==> src/rtl/cei_pkg.sv <==
package cei_pkg;

  // ****************************************
  // Geometry
  // ****************************************
  localparam int unsigned NUM_CMP = 2;
  localparam int unsigned ADDR_W = 4;

  // ****************************************
  // Register byte offsets
  // ****************************************
  localparam logic [ADDR_W-1:0] OFS_CTRL = 4'h0;
  localparam logic [ADDR_W-1:0] OFS_FLAG = 4'h4;
  localparam logic [ADDR_W-1:0] OFS_STATUS = 4'h8;
  localparam logic [ADDR_W-1:0] OFS_MASK = 4'hc;

  // ****************************************
  // Control register layout, per comparator one byte
  // ****************************************
  localparam int unsigned CTL_STRIDE = 8;
  localparam int unsigned BIT_ON = 0;
  localparam int unsigned BIT_POL = 1;
  localparam int unsigned BIT_RISE = 2;
  localparam int unsigned BIT_FALL = 3;
  localparam int unsigned BIT_IE = 4;
  // Global bits sit above the comparator bytes
  localparam int unsigned BIT_PERIPHERAL_IRQ_ENABLE = 16;
  localparam int unsigned BIT_GIE = 17;

  // ****************************************
  // Reset values
  // ****************************************
  localparam logic [31:0] CTRL_RST = 32'h0000_0000;
  localparam logic [NUM_CMP-1:0] FLAG_RST = 2'h0;
  localparam logic [NUM_CMP-1:0] MASK_RST = 2'h0;

endpackage

==> src/rtl/cei_comparator_edge_interrupt.sv <==
`timescale 1ns/1ps

// Operation
// Each comparator has separate rising and falling edge detectors on its result.
// Flag sets on rising edge with rise enable, or falling edge with fall enable.
// Request reaches processor only with on, own, peripheral, global and an edge enable.
// Flag stays set until software clears it; hardware never clears it.
// Edge in the same cycle as software clear wins; flag stays set.
// Polarity or on/off toggles change detected output, even when disabled; here off forces output low, so a polarity toggle while off changes nothing.
// Edge is synchronized result versus its previous registered value, one-cycle pulse.
module cei_comparator_edge_interrupt
  import cei_pkg::*;
(
  input wire logic clock,
  input wire logic rst_n,
  input wire logic clk_en,
  input wire logic [NUM_CMP-1:0] cmp_raw,
  input wire logic [ADDR_W-1:0] avs_address,
  input wire logic avs_read,
  input wire logic avs_write,
  input wire logic [31:0] avs_writedata,
  input wire logic [3:0] avs_byteenable,
  output logic [31:0] avs_readdata,
  output logic avs_waitrequest,
  output logic [NUM_CMP-1:0] cmp_out,
  output logic cmp_irq_req,
  output logic irq
);

  // ****************************************
  // Bus decode
  // ****************************************
  logic ack_q;
  logic [31:0] ctrl_q;
  logic [NUM_CMP-1:0] flag_q;
  logic [NUM_CMP-1:0] status_q;
  logic [NUM_CMP-1:0] mask_q;
  logic [31:0] rdata_q;

  // One wait cycle per access keeps read data registered
  wire req = (avs_read | avs_write) & clk_en;
  wire take = req & ack_q;
  wire wr = take & avs_write;
  wire rd = take & avs_read;
  wire sel_ctrl = avs_address == OFS_CTRL;
  wire sel_flag = avs_address == OFS_FLAG;
  wire sel_status = avs_address == OFS_STATUS;
  wire sel_mask = avs_address == OFS_MASK;
  wire wr_ctrl = wr & sel_ctrl;
  wire wr_flag = wr & sel_flag & avs_byteenable[0];
  wire wr_mask = wr & sel_mask & avs_byteenable[0];
  wire rd_status = rd & sel_status;
  wire [31:0] wmask = {{8{avs_byteenable[3]}}, {8{avs_byteenable[2]}},
                       {8{avs_byteenable[1]}}, {8{avs_byteenable[0]}}};
  wire peripheral_irq_enable = ctrl_q[BIT_PERIPHERAL_IRQ_ENABLE];
  wire global_irq_enable = ctrl_q[BIT_GIE];

  assign avs_waitrequest = (avs_read | avs_write) & ~ack_q;
  assign avs_readdata = rdata_q;

  // ****************************************
  // Per comparator edge and flag logic
  // ****************************************
  logic [NUM_CMP-1:0] s1_q, s2_q, s3_q;
  logic [NUM_CMP-1:0] cmp_sync_q;
  logic [NUM_CMP-1:0] out_prev_q;
  logic [NUM_CMP-1:0] out_now;
  logic [NUM_CMP-1:0] rise_ev, fall_ev, set_ev, req_ok, flag_d;

  // A bit moves on only while the last two stages agree
  wire [NUM_CMP-1:0] sync_agree = ~(s2_q ^ s3_q);
  wire [NUM_CMP-1:0] cmp_sync_d = (sync_agree & s3_q) | (~sync_agree & cmp_sync_q);

  genvar gi;
  generate
    for (gi = 0; gi < NUM_CMP; gi++) begin : g_cmp
      wire on = ctrl_q[gi*CTL_STRIDE+BIT_ON];
      wire pol = ctrl_q[gi*CTL_STRIDE+BIT_POL];
      wire rise_en = ctrl_q[gi*CTL_STRIDE+BIT_RISE];
      wire fall_en = ctrl_q[gi*CTL_STRIDE+BIT_FALL];
      wire ie = ctrl_q[gi*CTL_STRIDE+BIT_IE];
      // Off forces output low, so on/off toggles make edges; polarity toggles do so only while on
      assign out_now[gi] = on & (cmp_sync_q[gi] ^ pol);
      assign rise_ev[gi] = out_now[gi] & ~out_prev_q[gi];
      assign fall_ev[gi] = ~out_now[gi] & out_prev_q[gi];
      assign set_ev[gi] = (rise_ev[gi] & rise_en) | (fall_ev[gi] & fall_en);
      // Set beats clear; only a software write of one clears
      assign flag_d[gi] = set_ev[gi] |
                          (flag_q[gi] & ~(wr_flag & avs_writedata[gi]));
      assign req_ok[gi] = flag_q[gi] & on & ie & (rise_en | fall_en);
    end
  endgenerate

  // ****************************************
  // Synchroniser and state
  // ****************************************
  // Change counts once second and third stages agree
  always_ff @(posedge clock or negedge rst_n) begin
    if (!rst_n) begin
      s1_q <= '0;
      s2_q <= '0;
      s3_q <= '0;
      cmp_sync_q <= '0;
    end else if (clk_en) begin
      s1_q <= cmp_raw;
      s2_q <= s1_q;
      s3_q <= s2_q;
      cmp_sync_q <= cmp_sync_d;
    end
  end

  always_ff @(posedge clock or negedge rst_n) begin
    if (!rst_n) begin
      out_prev_q <= '0;
      flag_q <= FLAG_RST;
      cmp_out <= '0;
    end else if (clk_en) begin
      out_prev_q <= out_now;
      flag_q <= flag_d;
      cmp_out <= out_now;
    end
  end

  always_ff @(posedge clock or negedge rst_n) begin
    if (!rst_n) begin
      ctrl_q <= CTRL_RST;
      mask_q <= MASK_RST;
      ack_q <= 1'b0;
    end else if (clk_en) begin
      ack_q <= req & ~ack_q;
      if (wr_ctrl) begin
        ctrl_q <= (ctrl_q & ~wmask) | (avs_writedata & wmask);
      end
      if (wr_mask) begin
        mask_q <= avs_writedata[NUM_CMP-1:0];
      end
    end
  end

  // ****************************************
  // Interrupt status, clear on read
  // ****************************************
  // Event in the read cycle survives the clear
  // Only bits that the read returned are cleared, so none is lost unseen
  wire [NUM_CMP-1:0] status_clr = {NUM_CMP{rd_status}} & rdata_q[NUM_CMP-1:0];
  always_ff @(posedge clock or negedge rst_n) begin
    if (!rst_n) begin
      status_q <= '0;
    end else if (clk_en) begin
      status_q <= set_ev | (status_q & ~status_clr);
    end
  end

  always_ff @(posedge clock or negedge rst_n) begin
    if (!rst_n) begin
      rdata_q <= '0;
    end else if (clk_en && req && !ack_q) begin
      rdata_q <= '0;
      if (avs_read) begin
        case (1'b1)
          sel_ctrl: rdata_q <= ctrl_q;
          sel_flag: rdata_q <= {30'h0, flag_q};
          sel_status: rdata_q <= {30'h0, status_q};
          sel_mask: rdata_q <= {30'h0, mask_q};
          default: rdata_q <= '0;
        endcase
      end
    end
  end

  assign cmp_irq_req = |req_ok & peripheral_irq_enable & global_irq_enable;
  assign irq = |(status_q & mask_q);

  // ****************************************
  // Edge detection checks
  // ****************************************
  chk_detect_both: assert property (@(posedge clock) disable iff (!rst_n)
    clk_en && $changed(out_now[0]) |-> rise_ev[0] || fall_ev[0])
    else $error("change not detected");

  chk_detect_both1: assert property (@(posedge clock) disable iff (!rst_n)
    clk_en && $changed(out_now[1]) |-> rise_ev[1] || fall_ev[1])
    else $error("change not detected on second comparator");

  chk_edge_pulse: assert property (@(posedge clock) disable iff (!rst_n)
    clk_en && rise_ev[0] |=> !rise_ev[0])
    else $error("edge pulse longer than one cycle");

  chk_edge_pulse1: assert property (@(posedge clock) disable iff (!rst_n)
    clk_en && rise_ev[1] |=> !rise_ev[1])
    else $error("second rising pulse longer than one cycle");

  chk_fall_pulse: assert property (@(posedge clock) disable iff (!rst_n)
    clk_en && fall_ev[0] |=> !fall_ev[0])
    else $error("falling pulse longer than one cycle");

  chk_fall_pulse1: assert property (@(posedge clock) disable iff (!rst_n)
    clk_en && fall_ev[1] |=> !fall_ev[1])
    else $error("second falling pulse longer than one cycle");

  // A glitch that never settles across two stages must not reach the detector
  chk_sync_agrees: assert property (@(posedge clock) disable iff (!rst_n)
    $changed(cmp_sync_q[0]) |-> $past(s2_q[0]) == $past(s3_q[0]) && $past(clk_en))
    else $error("synchroniser passed a disagreeing bit");

  chk_sync_agrees1: assert property (@(posedge clock) disable iff (!rst_n)
    $changed(cmp_sync_q[1]) |-> $past(s2_q[1]) == $past(s3_q[1]) && $past(clk_en))
    else $error("second synchroniser passed a disagreeing bit");

  chk_off_drops: assert property (@(posedge clock) disable iff (!rst_n)
    !ctrl_q[BIT_ON] |-> !out_now[0])
    else $error("off comparator drives output");

  chk_off_drops1: assert property (@(posedge clock) disable iff (!rst_n)
    !ctrl_q[CTL_STRIDE+BIT_ON] |-> !out_now[1])
    else $error("off second comparator drives output");

  // ****************************************
  // Flag checks
  // ****************************************
  chk_rise_sets_flag: assert property (@(posedge clock) disable iff (!rst_n)
    clk_en && rise_ev[0] && ctrl_q[BIT_RISE] |=> flag_q[0])
    else $error("rising edge did not set flag");

  chk_rise_sets_flag1: assert property (@(posedge clock) disable iff (!rst_n)
    clk_en && rise_ev[1] && ctrl_q[CTL_STRIDE+BIT_RISE] |=> flag_q[1])
    else $error("second rising edge did not set flag");

  chk_fall_sets_flag: assert property (@(posedge clock) disable iff (!rst_n)
    clk_en && fall_ev[1] && ctrl_q[CTL_STRIDE+BIT_FALL] |=> flag_q[1])
    else $error("falling edge did not set flag");

  chk_fall_sets_flag0: assert property (@(posedge clock) disable iff (!rst_n)
    clk_en && fall_ev[0] && ctrl_q[BIT_FALL] |=> flag_q[0])
    else $error("first falling edge did not set flag");

  chk_no_edge_no_set: assert property (@(posedge clock) disable iff (!rst_n)
    !set_ev[0] && !flag_q[0] |=> !flag_q[0])
    else $error("flag set without enabled edge");

  chk_no_edge_no_set1: assert property (@(posedge clock) disable iff (!rst_n)
    !set_ev[1] && !flag_q[1] |=> !flag_q[1])
    else $error("second flag set without enabled edge");

  chk_flag_hold: assert property (@(posedge clock) disable iff (!rst_n)
    flag_q[0] && !(wr_flag && avs_writedata[0]) |=> flag_q[0])
    else $error("flag cleared without software");

  chk_flag_hold1: assert property (@(posedge clock) disable iff (!rst_n)
    flag_q[1] && !(wr_flag && avs_writedata[1]) |=> flag_q[1])
    else $error("second flag cleared without software");

  chk_clear_works: assert property (@(posedge clock) disable iff (!rst_n)
    wr_flag && avs_writedata[0] && !set_ev[0] |=> !flag_q[0])
    else $error("software clear had no effect");

  chk_clear_works1: assert property (@(posedge clock) disable iff (!rst_n)
    wr_flag && avs_writedata[1] && !set_ev[1] |=> !flag_q[1])
    else $error("second software clear had no effect");

  chk_set_beats_clr: assert property (@(posedge clock) disable iff (!rst_n)
    clk_en && set_ev[0] && wr_flag |=> flag_q[0])
    else $error("clear won over set");

  chk_set_beats_clr1: assert property (@(posedge clock) disable iff (!rst_n)
    clk_en && set_ev[1] && wr_flag |=> flag_q[1])
    else $error("second clear won over set");

  // ****************************************
  // Request, status and bus checks
  // ****************************************
  chk_req_gated: assert property (@(posedge clock) disable iff (!rst_n)
    cmp_irq_req |-> global_irq_enable && peripheral_irq_enable && |flag_q)
    else $error("request without enables");

  chk_req_needs_on: assert property (@(posedge clock) disable iff (!rst_n)
    cmp_irq_req |-> (flag_q[0] && ctrl_q[BIT_ON] && ctrl_q[BIT_IE]) ||
      (flag_q[1] && ctrl_q[CTL_STRIDE+BIT_ON] && ctrl_q[CTL_STRIDE+BIT_IE]))
    else $error("request from an off or unenabled comparator");

  chk_req_raised: assert property (@(posedge clock) disable iff (!rst_n)
    global_irq_enable && peripheral_irq_enable && flag_q[0] && ctrl_q[BIT_ON] && ctrl_q[BIT_IE] &&
      (ctrl_q[BIT_RISE] || ctrl_q[BIT_FALL]) |-> cmp_irq_req)
    else $error("enabled flag gave no request");

  chk_req_raised1: assert property (@(posedge clock) disable iff (!rst_n)
    global_irq_enable && peripheral_irq_enable && flag_q[1] && ctrl_q[CTL_STRIDE+BIT_ON] && ctrl_q[CTL_STRIDE+BIT_IE] &&
      (ctrl_q[CTL_STRIDE+BIT_RISE] || ctrl_q[CTL_STRIDE+BIT_FALL]) |-> cmp_irq_req)
    else $error("second enabled flag gave no request");

  chk_status_sticky: assert property (@(posedge clock) disable iff (!rst_n)
    status_q[0] && !rd_status |=> status_q[0])
    else $error("status bit dropped without a read");

  chk_status_set: assert property (@(posedge clock) disable iff (!rst_n)
    clk_en && set_ev[0] |=> status_q[0])
    else $error("event did not set status");

  chk_read_clears: assert property (@(posedge clock) disable iff (!rst_n)
    rd_status && rdata_q[0] && !set_ev[0] |=> !status_q[0])
    else $error("status read did not clear");

  chk_one_wait_state: assert property (@(posedge clock) disable iff (!rst_n)
    clk_en && avs_waitrequest |=> !avs_waitrequest || !(avs_read || avs_write))
    else $error("bus wait longer than one cycle");

endmodule

==> config.mk <==
export PLATFORM = sky130hd
export DESIGN_NAME = cei_comparator_edge_interrupt
export DESIGN_NICKNAME = d
export VERILOG_FILES = /design/src/rtl/cei_pkg.sv /design/src/rtl/cei_comparator_edge_interrupt.sv
export SDC_FILE = /design/constraint.sdc
export NUM_CORES = 1
export LEC_CHECK = 0
export BUFFER_PORTS_ARGS = -buffer_cell sky130_fd_sc_hd__clkbuf_2
export CORE_AREA = 3 3 77 108
export CTS_CLUSTER_DIAMETER = 80
export CTS_CLUSTER_SIZE = 40
export DETAILED_ROUTE_END_ITERATION = 12
export DIE_AREA = 0 0 80 111
export PLACE_DENSITY = 0.68
export SLEW_MARGIN = 5
export SYNTH_ARGS = -nofsm -noshare
export SYNTH_HDL_FRONTEND = slang
export SYNTH_SLANG_ARGS = --single-unit
==> constraint.sdc <==
create_clock -name clock -period 2.1 [get_ports clock]
set_clock_uncertainty 0.15 [all_clocks]
set_input_delay 0.525 -clock clock [delete_from_list [all_inputs] [get_ports clock]]
set_output_delay 0.525 -clock clock [all_outputs]
set_load 0.01 [all_outputs]
==> qor.txt <==
clock slew at reported path FFs: 0.08 ns
initial DRC count: 158
Clock power frac: 35.7%
Static Leak: 0.00212 uW
M3 GR Usage: 5.53%
Seq cells post-synth: 81
area of the die: 8880 um2
reg-to-reg slack, setup: 0.59 ns
CTS sink cnt: 81
GRT overflow: 0
Nets: 359
# diodes: 0
row count: 37
Die X: 80 um
CTS Buf Count: 9
initial core utilization: 44.4%
share of cells above drive strength 1: 40.5%
post-detail-place hpwl: 5.05 mm
async set-or-reset flop fraction in the synthesized netlist: 100%
EDFF count, synth: 0
Routed WL: 6.92 mm
first-pass GRT wire length: 11.4 mm
sequential area share after synthesis: 61.6%
Setup CP Type: reg2out
CP startpoint kind: flip-flop
GR peak layer: met2
Routability Congestion: 0.834
clk root buf: clkbuf_8
predominant post-synthesis flop cell: dfrtp_1
Remaining DRCs: 0
worst skew pair latency: 0.33 ns
via density per instance: 5.29
die extent in y: 111 um
H-Tree Depth: 3
Net Sw Frac: 23.6%
Worst setup EP type: primary output
sequential share of power: 54.9%
Tcrit/Tclk final: 93.4%
synth unique cells: 30
Layout area overhead: 23.6%
CTS tree: done
Max Cap Viol: 0
setup tns final: 0 ns
initial antenna violation count: 0
Worst Tran Pin Value: 0.433 ns
proportion of power drawn by combinational gates: 9.4%
Reg2Reg Launch Point: ack_q$_DFFE_PN0P_
Yosys top cell by area: dfrtp_1
Cell Area, Synth: 3290 um2
port buffer count: 83
antenna viol nets, final: 0
worst reg-to-reg path cell count: 4
final max-slew violation count: 0
status: finished, final reports clean
post-synthesis net count: 268
clock buffer depth: 2
Final min period: 1.96 ns
fmax: 0.510 GHz
post-CTS setup buffer count: 0
Vias: 2184
core region area: 7410 um2
Resize count post-CTS: 0
Max rail drop VDD: 0.605 mV
NetSw: 740 uW
pin count of the biggest net entering global routing: 82
Global Route met1 Usage: 21.1%
Worst Path Max Fanout: 4
share of the synthesized area in the top cell type: 61.6%
Critical Path RT: 1.42 ns
Final Hold Vio Count: 0
RSZ-0062 raised after global routing: false
Pwr Total: 3140 uW
Hold WC Path Type: in2async
number of detailed-route iterations in the first pass: 4
PD cells: 773 nW/um2
# hold bufs at CTS: 0
num ports: 84
WP data arrival: 1.29 ns
Final setup violation count: 0
Synth warnings: 0
CP endpoint: cmp_irq_req
number of global-route vias before repair: 2271
synthesized netlist cell count: 221
Int Pwr: 2400 uW
All-Layer GR Usage: 16.6%
R2R Path End: avs_readdata[6]$_DFFE_PN0P_
Global Route met2 Usage: 26.6%
Synth area leaders: dfrtp_1, mux2_1, a22o_1
per-cell routed wire length: 16.8 um
mean post-synth cell area: 14.9 um2
relative max-transition margin: 71.1%
==> final cells by class <==
type                       instances  area, um2
sequential                        81       2030
clock inverter                     3       40.0
tap                               97        121
clock buffer                      12        155
fill                             658       3340
timing repair buffer              92        510
multi-input combinational        125       1200
inverter                           3       11.3
==> metal layers <==
layer / wire length, um / vias up / part of all wire (%)
met1: 2910 / 1104 / 42
met4: 76 / 0 / 1.1
li1: - / 1017 / -
met5: 0 / - / 0
met2: 3510 / 58 / 51
met3: 424 / 5 / 6.1
==> synthesized netlist by cell type (3+ instances only) <==
| master | instances |
|---|---|
| buf_2 | 8 |
| nand4b_1 | 3 |
| o21ai_0 | 3 |
| nor2_1 | 4 |
| nand4_4 | 4 |
| clkbuf_1 | 3 |
| a21oi_1 | 5 |
| inv_1 | 3 |
| a22o_1 | 33 |
| nand3_1 | 3 |
| dfrtp_1 | 81 |
| mux2_2 | 13 |
| mux2_1 | 29 |
| o211ai_1 | 4 |
==> kinds of logic after synthesis <==
kind of cell              share of synthesized area [%]
xor gates and xnor gates                          0.533
AOI/OAI and AO/OA                                  12.2
muxes                                              15.8
buffers and inverters                              2.13
DFF                                                61.6
and+or+nand+nor                                    7.72
==> power by group through the flow <==
stage	sequential (uW)	combinational, uW	clock [uW]
2_1_floorplan	1740	165	0
3_3_place_gp	1750	296	0
3_5_place_dp	1750	301	0
4_1_cts	1720	303	1150
5_1_grt	1740	332	1220
6_report	1720	296	1120
==> cell usage in the layout (no fill, tap or decap), types with 2 or more instances in the layout <==
cell type / count
nand4b_1: 3
mux2_1: 29
nand4_4: 4
o211ai_1: 4
mux4_2: 2
clkbuf_2: 82
and2_1: 2
nand3_1: 3
a22o_1: 33
a21oi_1: 5
o21ai_0: 3
o31ai_1: 2
nand2b_1: 2
nor2_1: 4
xor2_1: 2
o2111ai_1: 2
buf_12: 2
mux2_2: 13
inv_1: 3
nand4_1: 2
clkbuf_8: 11
dfrtp_1: 81
clkinv_2: 2
nand2_1: 2
nand4bb_1: 2
buf_4: 8
==> stage by stage <==
| step | utilization (%) | setup slack (ns) | std cells | cell area [um2] | hold slack, ns |
|---|---|---|---|---|---|
| final | 54.8 | 0.139 | 413 | 4060 | 0.0437 |
| after global routing | 54.8 | 0.0610 | 413 | 4060 | 0.0702 |
| after CTS | 54.8 | 0.114 | 413 | 4060 | 0.0631 |
| after detailed placement | 52.2 | 0.160 | 398 | 3870 | 0.328 |
| after global placement | 52.2 | 0.168 | 398 | 3870 | 0.320 |
| after floorplan | - | 0.386 | 221 | 3290 | 0.0794 |
==> worst max-delay path, stage by stage, from the launching register on <==
cell and delay (ns):
dfrtp_1 0.42, o2111ai_1 0.27, a21oi_1 0.11, clkbuf_2 0.14
==> worst min path at each step <==
| stage | startpoint | endpoint | depth (start not counted) |
|---|---|---|---|
| after floorplan | rst_n | async pin | 0 |
| final | rst_n | avs_readdata[14]$_DFFE_PN0P_ | 2 |
| after CTS | rst_n | avs_readdata[15]$_DFFE_PN0P_ | 2 |
| after detailed placement | flip-flop | avs_readdata[24]$_DFFE_PN0P_ | 1 |
| after global routing | rst_n | avs_readdata[13]$_DFFE_PN0P_ | 2 |
| after global placement | flip-flop | avs_readdata[19]$_DFFE_PN0P_ | 1 |
(Power assumes the default switching activity.)
